### src/design/btf_pkg.sv
/*
  Constants, register map and carrier types of the block-transfer scan and
  fault logger. Assumes a single 40 MHz clock, a synchronous active-low reset
  and a processor-side register port with read data one cycle after the strobe.
*/
// Overview of operation
// - Buffer holds at most 72 words, four modules.
// - Oversized block waits until the buffer has room.
// - Each enabled transfer ends with done or error.
// - File length above 64 words is an error.
// - Unmatched rack, group, module location is an error.
// - Location or length errors set both error flags.
// - Communication fault retried once; error after second.
// - After error, module refused until control word cleared.
// - Fault bitmap, one bit per quarter rack.
// - Quarter rack is four module slots, 32 points.
// - One bitmap word covers four racks.
// - Per quarter rack counter of transmission retries.
// - Four consecutive counter words per rack.
// - Write data rides with write exchange, read with read.
package btf_pkg;
  localparam int DW = 16;
  localparam int AW = 6;
  localparam int SLOTS = 4;
  localparam int RACKS = 4;
  localparam int QUARTERS = 16;
  localparam int BUF_WORDS = 72;
  localparam int MAX_MODULES = 4;
  localparam int MAX_LEN = 64;

  // Register word addresses.
  localparam logic [AW-1:0] CTRL_BASE = 6'h00;
  localparam logic [AW-1:0] TSTAT_ADDR = 6'h04;
  localparam logic [AW-1:0] FAULT_ADDR = 6'h05;
  localparam logic [AW-1:0] BUSED_ADDR = 6'h06;
  localparam logic [AW-1:0] ISTAT_ADDR = 6'h07;
  localparam logic [AW-1:0] IMASK_ADDR = 6'h08;
  localparam logic [AW-1:0] INST_BASE = 6'h0c;
  localparam logic [AW-1:0] RETRY_BASE = 6'h10;

  // Control word fields.
  localparam int CTRL_LEN_LSB = 0;
  localparam int CTRL_LEN_W = 7;
  localparam int CTRL_MOD_BIT = 7;
  localparam int CTRL_GRP_LSB = 8;
  localparam int CTRL_RACK_LSB = 11;
  localparam int CTRL_WR_BIT = 13;
  localparam int CTRL_EN_BIT = 14;

  // Transfer status fields.
  localparam int TSTAT_DONE_LSB = 0;
  localparam int TSTAT_RERR_LSB = 4;
  localparam int TSTAT_WERR_LSB = 8;
  localparam int TSTAT_BUSY_LSB = 12;

  // Interrupt status bits.
  localparam int IRQ_DONE = 0;
  localparam int IRQ_ERR = 1;
  localparam int IRQ_FAULT = 2;
  localparam int IRQ_W = 3;

  // Reset values.
  localparam logic [DW-1:0] CTRL_RST = 16'h0000;
  localparam logic [DW-1:0] INST_RST = 16'h0000;
  localparam logic [IRQ_W-1:0] IMASK_RST = 3'h0;

  typedef enum {BTF_LNK_IDLE, BTF_LNK_WAIT, BTF_LNK_RESEND} btf_link_st_t;

  typedef struct packed {
    logic valid;
    logic write;
    logic [3:0] quarter;
    logic [1:0] slot;
    logic [6:0] len;
  } btf_link_req_t;

  typedef struct packed {
    logic [DW-1:0] ctrl;
    logic pend;
    logic acc;
    logic done;
    logic rerr;
    logic werr;
  } btf_slot_t;
endpackage : btf_pkg

### src/design/btf_scan_logger.sv
/*
  Block-transfer scan and fault logger: admits up to four transfer requests
  into a 72-word scanner buffer, runs them one at a time over the adapter
  link with one retry on fault, and logs faults and retries per quarter rack.
  Assumes the adapter answers each link request with exactly one pulse on
  link_done_i or link_fault_i, some cycles after the request pulse.
*/
// The implementer's own choices: strobed register access and the register offsets.
module btf_scan_logger
  import btf_pkg::*;
(
  input wire logic mclk_i,
  input wire logic rst_n_i,
  input wire logic [AW-1:0] addr_i,
  input wire logic [DW-1:0] wdata_i,
  input wire logic wr_i,
  input wire logic rd_i,
  output logic [DW-1:0] rdata_o,
  output logic irq_o,
  output btf_link_req_t link_req_o,
  input wire logic link_done_i,
  input wire logic link_fault_i
);

  typedef struct packed {
    btf_slot_t [SLOTS-1:0] slot;
    logic [7:0] used;
    logic [2:0] nacc;
    btf_link_st_t lst;
    logic [1:0] cur;
    logic second;
    btf_link_req_t req;
    logic [QUARTERS-1:0] fault;
    logic [QUARTERS-1:0][DW-1:0] retry;
    logic [RACKS-1:0][DW-1:0] inst;
    logic [IRQ_W-1:0] istat;
    logic [IRQ_W-1:0] imask;
    logic irq;
    logic [DW-1:0] rdata;
  } btf_state_t;

  btf_state_t s;
  btf_state_t next_s;

  // Observation points for the checks below.
  logic acc_fire;
  logic [7:0] acc_len;
  logic bad_len;
  logic bad_loc;

  // Quarter rack of a control word: four slots, two groups of two modules.
  function automatic logic [3:0] quarter_of(input logic [DW-1:0] c);
    quarter_of = {c[CTRL_RACK_LSB +: 2], c[CTRL_GRP_LSB + 1 +: 2]};
  endfunction : quarter_of

  function automatic logic [6:0] len_of(input logic [DW-1:0] c);
    len_of = c[CTRL_LEN_LSB +: CTRL_LEN_W];
  endfunction : len_of

  // Next-state logic: register port, admission, link sequencing, logging.
  always_comb
  begin
    logic [1:0] idx;
    logic [3:0] q;
    logic [3:0] loc;
    logic found;
    logic ev_done;
    logic ev_err;
    logic ev_fault;
    idx = addr_i[1:0];
    q = 4'h0;
    loc = 4'h0;
    found = 1'b0;
    ev_done = 1'b0;
    ev_err = 1'b0;
    ev_fault = 1'b0;
    next_s = s;
    next_s.req.valid = 1'b0;
    acc_fire = 1'b0;
    acc_len = 8'h00;
    bad_len = 1'b0;
    bad_loc = 1'b0;

    // Register writes. A control word with an error latched is refused
    // unless the write is all zero, which clears it.
    if (wr_i)
    begin
      if (addr_i[AW-1:2] == CTRL_BASE[AW-1:2])
      begin
        if (wdata_i == CTRL_RST)
        begin
          if (!s.slot[idx].acc)
          begin
            next_s.slot[idx] = '0;
          end
        end
        else if (!s.slot[idx].acc && !s.slot[idx].rerr && !s.slot[idx].werr)
        begin
          loc = {wdata_i[CTRL_GRP_LSB +: 3], wdata_i[CTRL_MOD_BIT]};
          next_s.slot[idx].ctrl = wdata_i;
          next_s.slot[idx].done = 1'b0;
          next_s.slot[idx].pend = 1'b0;
          if (wdata_i[CTRL_EN_BIT])
          begin
            bad_len = (len_of(wdata_i) > 7'(MAX_LEN));
            bad_loc = !s.inst[wdata_i[CTRL_RACK_LSB +: 2]][loc];
            if (bad_len || bad_loc)
            begin
              next_s.slot[idx].rerr = 1'b1;
              next_s.slot[idx].werr = 1'b1;
              ev_err = 1'b1;
            end
            else
            begin
              next_s.slot[idx].pend = 1'b1;
            end
          end
        end
      end
      else if (addr_i == IMASK_ADDR)
      begin
        next_s.imask = wdata_i[IRQ_W-1:0];
      end
      else if (addr_i[AW-1:2] == INST_BASE[AW-1:2])
      begin
        next_s.inst[idx] = wdata_i;
      end
    end

    // Register reads; data stand one cycle later. Interrupt status clears
    // on read, but events of this same cycle are merged in afterwards.
    next_s.rdata = '0;
    if (rd_i)
    begin
      if (addr_i[AW-1:2] == CTRL_BASE[AW-1:2])
      begin
        next_s.rdata = s.slot[idx].ctrl;
      end
      else if (addr_i == TSTAT_ADDR)
      begin
        for (int i = 0; i < SLOTS; i++)
        begin
          next_s.rdata[TSTAT_DONE_LSB + i] = s.slot[i].done;
          next_s.rdata[TSTAT_RERR_LSB + i] = s.slot[i].rerr;
          next_s.rdata[TSTAT_WERR_LSB + i] = s.slot[i].werr;
          next_s.rdata[TSTAT_BUSY_LSB + i] = s.slot[i].pend | s.slot[i].acc;
        end
      end
      else if (addr_i == FAULT_ADDR)
      begin
        next_s.rdata = s.fault;
      end
      else if (addr_i == BUSED_ADDR)
      begin
        next_s.rdata = {8'h00, s.used};
      end
      else if (addr_i == ISTAT_ADDR)
      begin
        next_s.rdata = {13'h0000, s.istat};
        next_s.istat = '0;
      end
      else if (addr_i == IMASK_ADDR)
      begin
        next_s.rdata = {13'h0000, s.imask};
      end
      else if (addr_i[AW-1:2] == INST_BASE[AW-1:2])
      begin
        next_s.rdata = s.inst[idx];
      end
      else if (addr_i[AW-1:4] == RETRY_BASE[AW-1:4])
      begin
        next_s.rdata = s.retry[addr_i[3:0]];
      end
    end

    // Link sequencing: one transfer on the link at a time.
    q = quarter_of(s.slot[s.cur].ctrl);
    case (s.lst)
      BTF_LNK_IDLE:
      begin
        for (int i = 0; i < SLOTS; i++)
        begin
          if (!found && s.slot[i].acc)
          begin
            found = 1'b1;
            next_s.cur = 2'(i);
          end
        end
        if (found)
        begin
          next_s.second = 1'b0;
          next_s.lst = BTF_LNK_WAIT;
          next_s.req.valid = 1'b1;
          next_s.req.write = s.slot[next_s.cur].ctrl[CTRL_WR_BIT];
          next_s.req.quarter = quarter_of(s.slot[next_s.cur].ctrl);
          next_s.req.slot = next_s.cur;
          next_s.req.len = len_of(s.slot[next_s.cur].ctrl);
        end
      end
      BTF_LNK_WAIT:
      begin
        if (link_done_i)
        begin
          next_s.slot[s.cur].acc = 1'b0;
          next_s.slot[s.cur].pend = 1'b0;
          next_s.slot[s.cur].done = 1'b1;
          next_s.used = s.used - 8'(len_of(s.slot[s.cur].ctrl));
          next_s.nacc = s.nacc - 3'h1;
          next_s.lst = BTF_LNK_IDLE;
          ev_done = 1'b1;
        end
        else if (link_fault_i)
        begin
          ev_fault = 1'b1;
          next_s.fault[q] = 1'b1;
          next_s.retry[q] = s.retry[q] + 16'h0001;
          if (!s.second)
          begin
            next_s.lst = BTF_LNK_RESEND;
          end
          else
          begin
            next_s.slot[s.cur].acc = 1'b0;
            next_s.slot[s.cur].pend = 1'b0;
            if (s.slot[s.cur].ctrl[CTRL_WR_BIT])
            begin
              next_s.slot[s.cur].werr = 1'b1;
            end
            else
            begin
              next_s.slot[s.cur].rerr = 1'b1;
            end
            next_s.used = s.used - 8'(len_of(s.slot[s.cur].ctrl));
            next_s.nacc = s.nacc - 3'h1;
            next_s.lst = BTF_LNK_IDLE;
            ev_err = 1'b1;
          end
        end
      end
      BTF_LNK_RESEND:
      begin
        // The same request goes out once more; a second fault ends it.
        next_s.second = 1'b1;
        next_s.lst = BTF_LNK_WAIT;
        next_s.req.valid = 1'b1;
        next_s.req.write = s.slot[s.cur].ctrl[CTRL_WR_BIT];
        next_s.req.quarter = q;
        next_s.req.slot = s.cur;
        next_s.req.len = len_of(s.slot[s.cur].ctrl);
      end
      default:
      begin
        next_s.lst = BTF_LNK_IDLE;
      end
    endcase

    // Admission: the first pending block that fits whole is taken. A block
    // that does not fit stays pending; it is never split across scans.
    found = 1'b0;
    for (int i = 0; i < SLOTS; i++)
    begin
      if (!found && next_s.slot[i].pend && !next_s.slot[i].acc &&
          next_s.nacc < 3'(MAX_MODULES) &&
          (9'(next_s.used) + 9'(len_of(next_s.slot[i].ctrl))) <= 9'(BUF_WORDS))
      begin
        found = 1'b1;
        acc_fire = 1'b1;
        acc_len = 8'(len_of(next_s.slot[i].ctrl));
        next_s.slot[i].acc = 1'b1;
        next_s.used = next_s.used + 8'(len_of(next_s.slot[i].ctrl));
        next_s.nacc = next_s.nacc + 3'h1;
      end
    end

    // Sticky events win over the clear-on-read above.
    next_s.istat[IRQ_DONE] = next_s.istat[IRQ_DONE] | ev_done;
    next_s.istat[IRQ_ERR] = next_s.istat[IRQ_ERR] | ev_err;
    next_s.istat[IRQ_FAULT] = next_s.istat[IRQ_FAULT] | ev_fault;
    next_s.irq = |(next_s.istat & next_s.imask);
  end

  // State register with synchronous reset.
  always_ff @(posedge mclk_i)
  begin
    if (!rst_n_i)
    begin
      s <= '0;
      s.lst <= BTF_LNK_IDLE;
      s.imask <= IMASK_RST;
      s.inst <= {RACKS{INST_RST}};
    end
    else
    begin
      s <= next_s;
    end
  end

  // Outputs come straight from the state flops.
  assign rdata_o = s.rdata;
  assign irq_o = s.irq;
  assign link_req_o = s.req;

  // Checks.
  property p_buf_max;
    @(posedge mclk_i) disable iff (!rst_n_i)
    (s.used <= 8'(BUF_WORDS)) && (s.nacc <= 3'(MAX_MODULES));
  endproperty
  a_buf_max: assert property (p_buf_max) else $error("buffer over 72 words or four modules");

  property p_defer;
    @(posedge mclk_i) disable iff (!rst_n_i)
    acc_fire |=> (s.used >= $past(acc_len)) && (s.used <= 8'(BUF_WORDS));
  endproperty
  a_defer: assert property (p_defer) else $error("block admitted without room");

  property p_one_end;
    @(posedge mclk_i) disable iff (!rst_n_i)
    !(s.slot[0].done && (s.slot[0].rerr || s.slot[0].werr)) &&
    !(s.slot[1].done && (s.slot[1].rerr || s.slot[1].werr)) &&
    !(s.slot[2].done && (s.slot[2].rerr || s.slot[2].werr)) &&
    !(s.slot[3].done && (s.slot[3].rerr || s.slot[3].werr));
  endproperty
  a_one_end: assert property (p_one_end) else $error("done and error both set");

  property p_len_err;
    @(posedge mclk_i) disable iff (!rst_n_i)
    bad_len |=> s.slot[$past(addr_i[1:0])].rerr && s.slot[$past(addr_i[1:0])].werr &&
                !s.slot[$past(addr_i[1:0])].pend;
  endproperty
  a_len_err: assert property (p_len_err) else $error("long block not rejected");

  property p_loc_err;
    @(posedge mclk_i) disable iff (!rst_n_i)
    bad_loc |=> s.slot[$past(addr_i[1:0])].rerr && s.slot[$past(addr_i[1:0])].werr;
  endproperty
  a_loc_err: assert property (p_loc_err) else $error("bad location not rejected");

  property p_retry;
    @(posedge mclk_i) disable iff (!rst_n_i)
    (s.lst == BTF_LNK_WAIT && !s.second && link_fault_i && !link_done_i)
      |=> ##1 (link_req_o.valid && link_req_o.slot == $past(s.cur, 2));
  endproperty
  a_retry: assert property (p_retry) else $error("faulted transfer not retried");

  property p_second_fault;
    @(posedge mclk_i) disable iff (!rst_n_i)
    (s.lst == BTF_LNK_WAIT && s.second && link_fault_i && !link_done_i)
      |=> (s.slot[$past(s.cur)].rerr || s.slot[$past(s.cur)].werr) && s.lst == BTF_LNK_IDLE;
  endproperty
  a_second_fault: assert property (p_second_fault) else $error("no error after retry");

  property p_halt;
    @(posedge mclk_i) disable iff (!rst_n_i)
    (s.slot[0].rerr && !(wr_i && addr_i == CTRL_BASE && wdata_i == CTRL_RST))
      |=> s.slot[0].rerr && !s.slot[0].pend && !s.slot[0].acc;
  endproperty
  a_halt: assert property (p_halt) else $error("errored module not halted");

  property p_fault_map;
    @(posedge mclk_i) disable iff (!rst_n_i)
    (s.lst == BTF_LNK_WAIT && link_fault_i && !link_done_i)
      |=> s.fault[quarter_of(s.slot[$past(s.cur)].ctrl)];
  endproperty
  a_fault_map: assert property (p_fault_map) else $error("fault bit not set");

  // Quarter of the transfer on the link, for the retry counter check.
  logic [3:0] q_now;
  assign q_now = quarter_of(s.slot[s.cur].ctrl);

  property p_retry_cnt;
    @(posedge mclk_i) disable iff (!rst_n_i)
    (s.lst == BTF_LNK_WAIT && link_fault_i && !link_done_i)
      |=> s.retry[$past(q_now)] == $past(s.retry[q_now]) + 16'h0001;
  endproperty
  a_retry_cnt: assert property (p_retry_cnt) else $error("retry count not advanced");

  property p_irq;
    @(posedge mclk_i) disable iff (!rst_n_i)
    irq_o == |(s.istat & s.imask);
  endproperty
  a_irq: assert property (p_irq) else $error("interrupt output mismatch");

endmodule : btf_scan_logger

### config.mk
export PLATFORM = sky130hd
export DESIGN_NAME = btf_scan_logger
export DESIGN_NICKNAME = d
export VERILOG_FILES = /design/src/design/btf_pkg.sv /design/src/design/btf_scan_logger.sv
export SDC_FILE = /design/constraint.sdc
export NUM_CORES = 1
export LEC_CHECK = 0
export BUFFER_PORTS_ARGS = -buffer_cell sky130_fd_sc_hd__buf_2
export CORE_MARGIN = 2
export CORE_UTILIZATION = 45
export CTS_CLUSTER_DIAMETER = 100
export DETAILED_ROUTE_END_ITERATION = 6
export GPL_TIMING_DRIVEN = 0
export SETUP_SLACK_MARGIN = 0.1
export SLEW_MARGIN = 20
export SYNTH_ARGS = -nofsm -noshare
export SYNTH_HDL_FRONTEND = slang
export SYNTH_SLANG_ARGS = --single-unit
### constraint.sdc
create_clock -name mclk_i -period 27.6 [get_ports mclk_i]
set_clock_uncertainty 0.2 [all_clocks]
set_input_delay 1.38 -clock mclk_i [delete_from_list [all_inputs] [get_ports mclk_i]]
set_output_delay 1.38 -clock mclk_i [all_outputs]
set_load 0.02 [all_outputs]
Word level (Yosys, flattened, before mapping)
Cells that the tools add are included.

operators by class
  add/subtract/negate cells = 15
  magnitude comparators = 19
  eq/ne operators = 11
  multiplexer cells = 130
  bitwise gates (word level) = 14
  reduce and logical (&&, ||, !) cells = 48

operators by type and width
  cell                                                 number
  bitwise mux 84 bit                                   11
  two-way mux 84 bit                                   8
  demux 21 bit (select 2 bit)                          11
  bitwise mux 256 bit                                  1
  two-way mux 127 bit                                  2
  two-way mux 16 bit                                   15
  two-way mux 95 bit                                   2
  binary-select mux 16 bit (select 4 bit)              2
  binary-select mux 21 bit (select 2 bit)              3
  one-hot mux 32 bit (3 select lines)                  1
  bitwise AND 84 bit                                   1
  inverter 84 bit                                      1
  binary-select mux 16 bit (select 2 bit)              2
  bitwise mux 64 bit                                   1
  demux 16 bit (select 4 bit)                          1
  two-way mux 21 bit                                   3
  two-way mux 11 bit                                   4
  two-way mux 19 bit                                   2
  adder 8 x 7 -> 9 bit                                 4
  <= comparator 9 x 7 -> 1 bit, second input constant  4
  two-way mux 1 bit                                    34
  two-way mux 3 bit                                    11
  adder 8 x 7 -> 8 bit                                 4
  demux 16 bit (select 2 bit)                          1
  other kinds (40)                                     108

word-level totals
  register bits = 504
  bits of input ports = 28
  output and inout port bits = 32
  word-level logic and storage cells = 296

Depth between registers and ports, before layout
  word-level depth = 46
  depth in mapped cells = 64

Worst setup path before layout
Ideal clock, no wire load.

  path type = input to register
  start point = in addr_i[0]
  end point = reg s[416] (netlist name)
  setup time = 0.103 ns
  arrival = 13.675 ns
  setup slack = 13.622 ns
  cell stages on the path = 59
  path through = clkbuf_1 -> mux4_2 -> inv_1 -> and2_1 -> nand3_1 -> nor2_1 -> clkbuf_1 -> mux2i_1 -> nor2_1 -> ha_1 -> inv_1 -> fa_1 -> nor2b_1 -> o21a_1 -> or3_1 -> a221o_1 -> a21oi_1 -> a21boi_1 -> [23 not listed] -> a2111o_1 -> nand3b_2 -> buf_4 -> o211a_1 -> nor2_1 -> ha_1 -> inv_1 -> fa_1 -> nor2b_1 -> o21ai_0 -> a21boi_0 -> nor2_1 -> o311ai_0 -> a21o_1 -> o2111a_1 -> and4_1 -> nor2_1 -> a2111oi_2

RTL lines
  item                  line                    RTL
  from (decl)           btf_scan_logger.sv:14   input wire logic [AW-1:0] addr_i,
  to (signal assigned)  btf_scan_logger.sv:294  s <= next_s;
  to (decl)             btf_scan_logger.sv:42   btf_state_t s;

==> summary.md <==
| Metric | Value |
|---|---|
| Sequential-to-total area share from yosys stat | `0.358` |
| Slew margin rel. | `0.143` |
| HPWL Detailed | `just over 80 mm` |
| Clock transition at the registers of the reported paths | `approximately 60 ps` |
| Post-Syn Instances | `2725` |
| Fin crit period | `~17000 ps` |
| Peak Freq | `just over 60 MHz` |
| Adder-cell area share of the yosys netlist | `0.0231` |
| Max-Cap Viols | `0` |
| CTS Buf Count | `54` |
| Ys Warns | `0` |
| Antenna-violating nets left | `0` |
| # nets final | `2900` |
| Post-synthesis async set-or-reset flop share | `0` |
| Worst-Margin Slew | `1290 ps` |
| Port Buffers | `45` |
| CP required | `27910 ps` |
| Die height | `around 250 um` |
| Hold/Removal Path Class | `register to register` |
| Seq pwr share | `0.432` |
| Area growth, synth to finish | `11.7%` |
| FF-to-FF Start | `s[376]` |
| Root Buffer | `clkbuf_16` |
| Die X-Extent | `~250 um` |
| Clock network latency to the later pin of the worst-skew pair | `between 600 and 700 ps` |
| Mapped cell area | `26500 um2` |
| Multiplexer share of the synthesized area | `0.224` |
| Seq cells post-synth | `474` |
| Simple logic cell fraction of the synthesized area | `0.130` |
| RSZ-0062 raised after global routing | `no` |
| DRT iter0 DRCs | `3150` |
| First-pass GRT wire length | `158 mm` |
| Via/cell ratio | `6.67` |
| Crit path from | `addr_i[0]` |
| CTS H-tree lvls | `2` |
| Int Pwr | `roughly 1200 uW` |
| Via count | `approximately 24000` |
| Resized Gates After CTS | `0` |
| Initial antenna violation count | `3` |
| Switching share of power | `0.255` |
| Vias in the first global route | `23300` |
| Die area | `60800 um2` |
| PnR worst setup slack | `roughly 11000 ps` |
| DR WL/cell | `approximately 30 um` |
| CTS max path bufs | `3` |
| Final period util | `0.598` |
| Worst R2R Path Depth | `60` |
| Crit-path max FO | `10` |
| Clock Power Share | `0.485` |
| Crit path capture | `s[416]` |
| Synth Area in Compound Gates | `0.182` |
| Setup crit end kind | `register` |
| Xor and xnor area share after synthesis | `0.0176` |
| Arrival time worst endpoint | `16810 ps` |
| RR Endpoint | `s[416]` |
| Ratio of cells with drive above 1 in the final layout | `0.180` |
| Status | `completed` |
| Most used cell, CP | `nor2_1` |
| Static leakage | `around 0.011 uW` |
| VDD IR max | `roughly 48 uV` |
| Core area | `~58000 um2` |
| Postcts setup bufs | `0` |
| Sw power | `410 uW` |
| Slew Limit Fails | `0` |
| Post-synth net total | `2799` |
| 1st-pass router iterations | `6` |
| Initial Utilization | `0.457` |
| Clock Sink Count | `approximately 470` |
| DRC Markers | `0` |
| Hold Vio Cnt, Final | `0` |
| GP Congestion | `about 1` |
| DRT Wirelength | `approximately 110 mm` |
| Setup TNS | `0 ps` |
| Largest net degree at the start of global routing | `15` |
| Syn Area/Cell | `approximately 10 um2` |
| EDFF count, synth | `0` |
| Critical path's largest stage delay | `between 600 and 700 ps` |
| CTS tree | `yes` |
| Dpl ws | `10840 ps` |
| Largest family of logic cells by synthesized area | `multiplexers` |
| PD cells | `~54 nW/um2` |
| Overflow left after global routing | `0` |
| Fill count | `~5300` |
| Slowest CP cell | `mux4_2` |
| # IOs | `60` |
| Cell Rows | `approximately 90` |
| Tot GR Track Use | `0.359` |
| Critical path type | `primary input to register` |
| Hold-fix buffers at CTS | `0` |
| Final Util | `0.511` |
| Comb power frac | `0.083` |
| Netlist cell types | `94` |
| Final setup vio count | `0` |
| Register-to-register path setup slack | `11660 ps` |
| Startpoint types | `primary input` |
| Ys flop type | `dfxtp_1` |
==> registers in the layout (all words and copies together), names as in the netlist <==
signal and count:
s 442, link_req_o 15, rdata_o 16, irq_o 1
==> cells in the mapped netlist (14+ instances only) <==
library cell	number	area (um2)
and2_1	15	93.8
a211oi_1	147	1100
a21oi_2	39	342
ha_1	41	513
a21oi_1	231	1160
nor2_1	375	1410
nor2b_1	22	138
buf_6	24	270
dfxtp_1	474	9490
buf_4	44	330
xnor2_1	20	175
inv_1	40	150
mux2i_1	95	951
o21ai_0	169	846
a22oi_1	74	556
mux4_1	30	788
nand3_1	21	105
nand2_1	224	841
mux4_2	182	4100
clkbuf_1	135	507
nor3_1	53	265
buf_1	14	52.6
buf_2	34	170
==> logic make-up after synthesis <==
kind of cell | Yosys count
muxes | 315
xor gates and xnor gates | 40
adders and majority gates | 46
AOI/OAI and AO/OA | 755
buffers and inverters | 310
DFF | 474
and+or+nand+nor | 785
==> how the worst min path moves through the flow <==
stage,start,to,slack [ps],cells past startpoint
floorplan,s[350],s[350],240,2
global placement,s[73],s[73],250,2
detailed placement,s[73],s[73],260,2
CTS,s[73],s[73],270,2
global route,s[37],s[37],290,2
finish,s[78],s[78],270,2
==> power groups by stage <==
stage	clock network [uW]	registers [uW]	logic, uW
detailed placement	0	709	129
global placement	0	709	128
global route	808	694	139
CTS	780	694	130
finish	780	694	133
floorplan	0	707	84.1
==> layout by cell type (no fill, tap or decap), drive strengths merged, types with 6 or more instances in the layout <==
| cell | instances |
|---|---|
| dfxtp | 474 |
| nor2 | 376 |
| a21oi | 272 |
| nand2 | 225 |
| clkbuf | 219 |
| mux4 | 213 |
| o21ai | 171 |
| buf | 166 |
| a211oi | 147 |
| mux2i | 95 |
| a22oi | 74 |
| nor3 | 53 |
| ha | 41 |
| inv | 41 |
| xnor2 | 27 |
| nand3 | 23 |
| nor2b | 22 |
| and2 | 16 |
| xor2 | 13 |
| a31oi | 12 |
| and3 | 12 |
| nand4 | 12 |
| clkinv | 10 |
| nand2b | 8 |
| o21a | 8 |
| nor4 | 8 |
| a2111oi | 8 |
| mux2 | 7 |
| bufinv | 7 |
| a21o | 6 |
| o211a | 6 |
| dlygate4sd1 | 6 |
==> layer usage <==
layer | GRT usage | vias up | wire [um]
met5 | 0 | - | 0
li1 | - | 10300 | -
met3 | 0.0833 | 402 | 11900
met1 | 0.452 | 11900 | 41600
met4 | 0.213 | 0 | 7450
met2 | 0.563 | 1687 | 49600
==> metrics by stage <==
stage	cell area [um2]	instances	hold WS, ps	power, uW
after floorplan	26500	2725	240	791
after global placement	27700	3535	250	837
after detailed placement	27700	3535	258	838
after CTS	29600	3634	266	1600
after global routing	29600	3634	286	1640
final	29600	3635	273	1610
==> area by class of cell <==
class | count | area (um2) | area share
well taps | 765 | 957 | 0.0324
repair buffers | 45 | 225 | 0.00761
plain buffers | 269 | 1580 | 0.0534
multi-input cells | 1941 | 15300 | 0.516
clock inverters | 20 | 308 | 0.0104
inverters | 41 | 154 | 0.00520
clock buffers | 79 | 1600 | 0.0540
flip-flops and latches | 474 | 9490 | 0.321
diodes | 1 | 2.50 | 0.0000846
==> worst max-delay path, delay by kind of cell <==
family          cells  cell delay, ps
buf+inv            10            2600
compound gates     20            5450
xor+xnor            2             370
mux                 3            1210
simple gates       18            3720
fa+ha+maj           7            2050
Note: power is estimated with default switching activity, not from simulation.
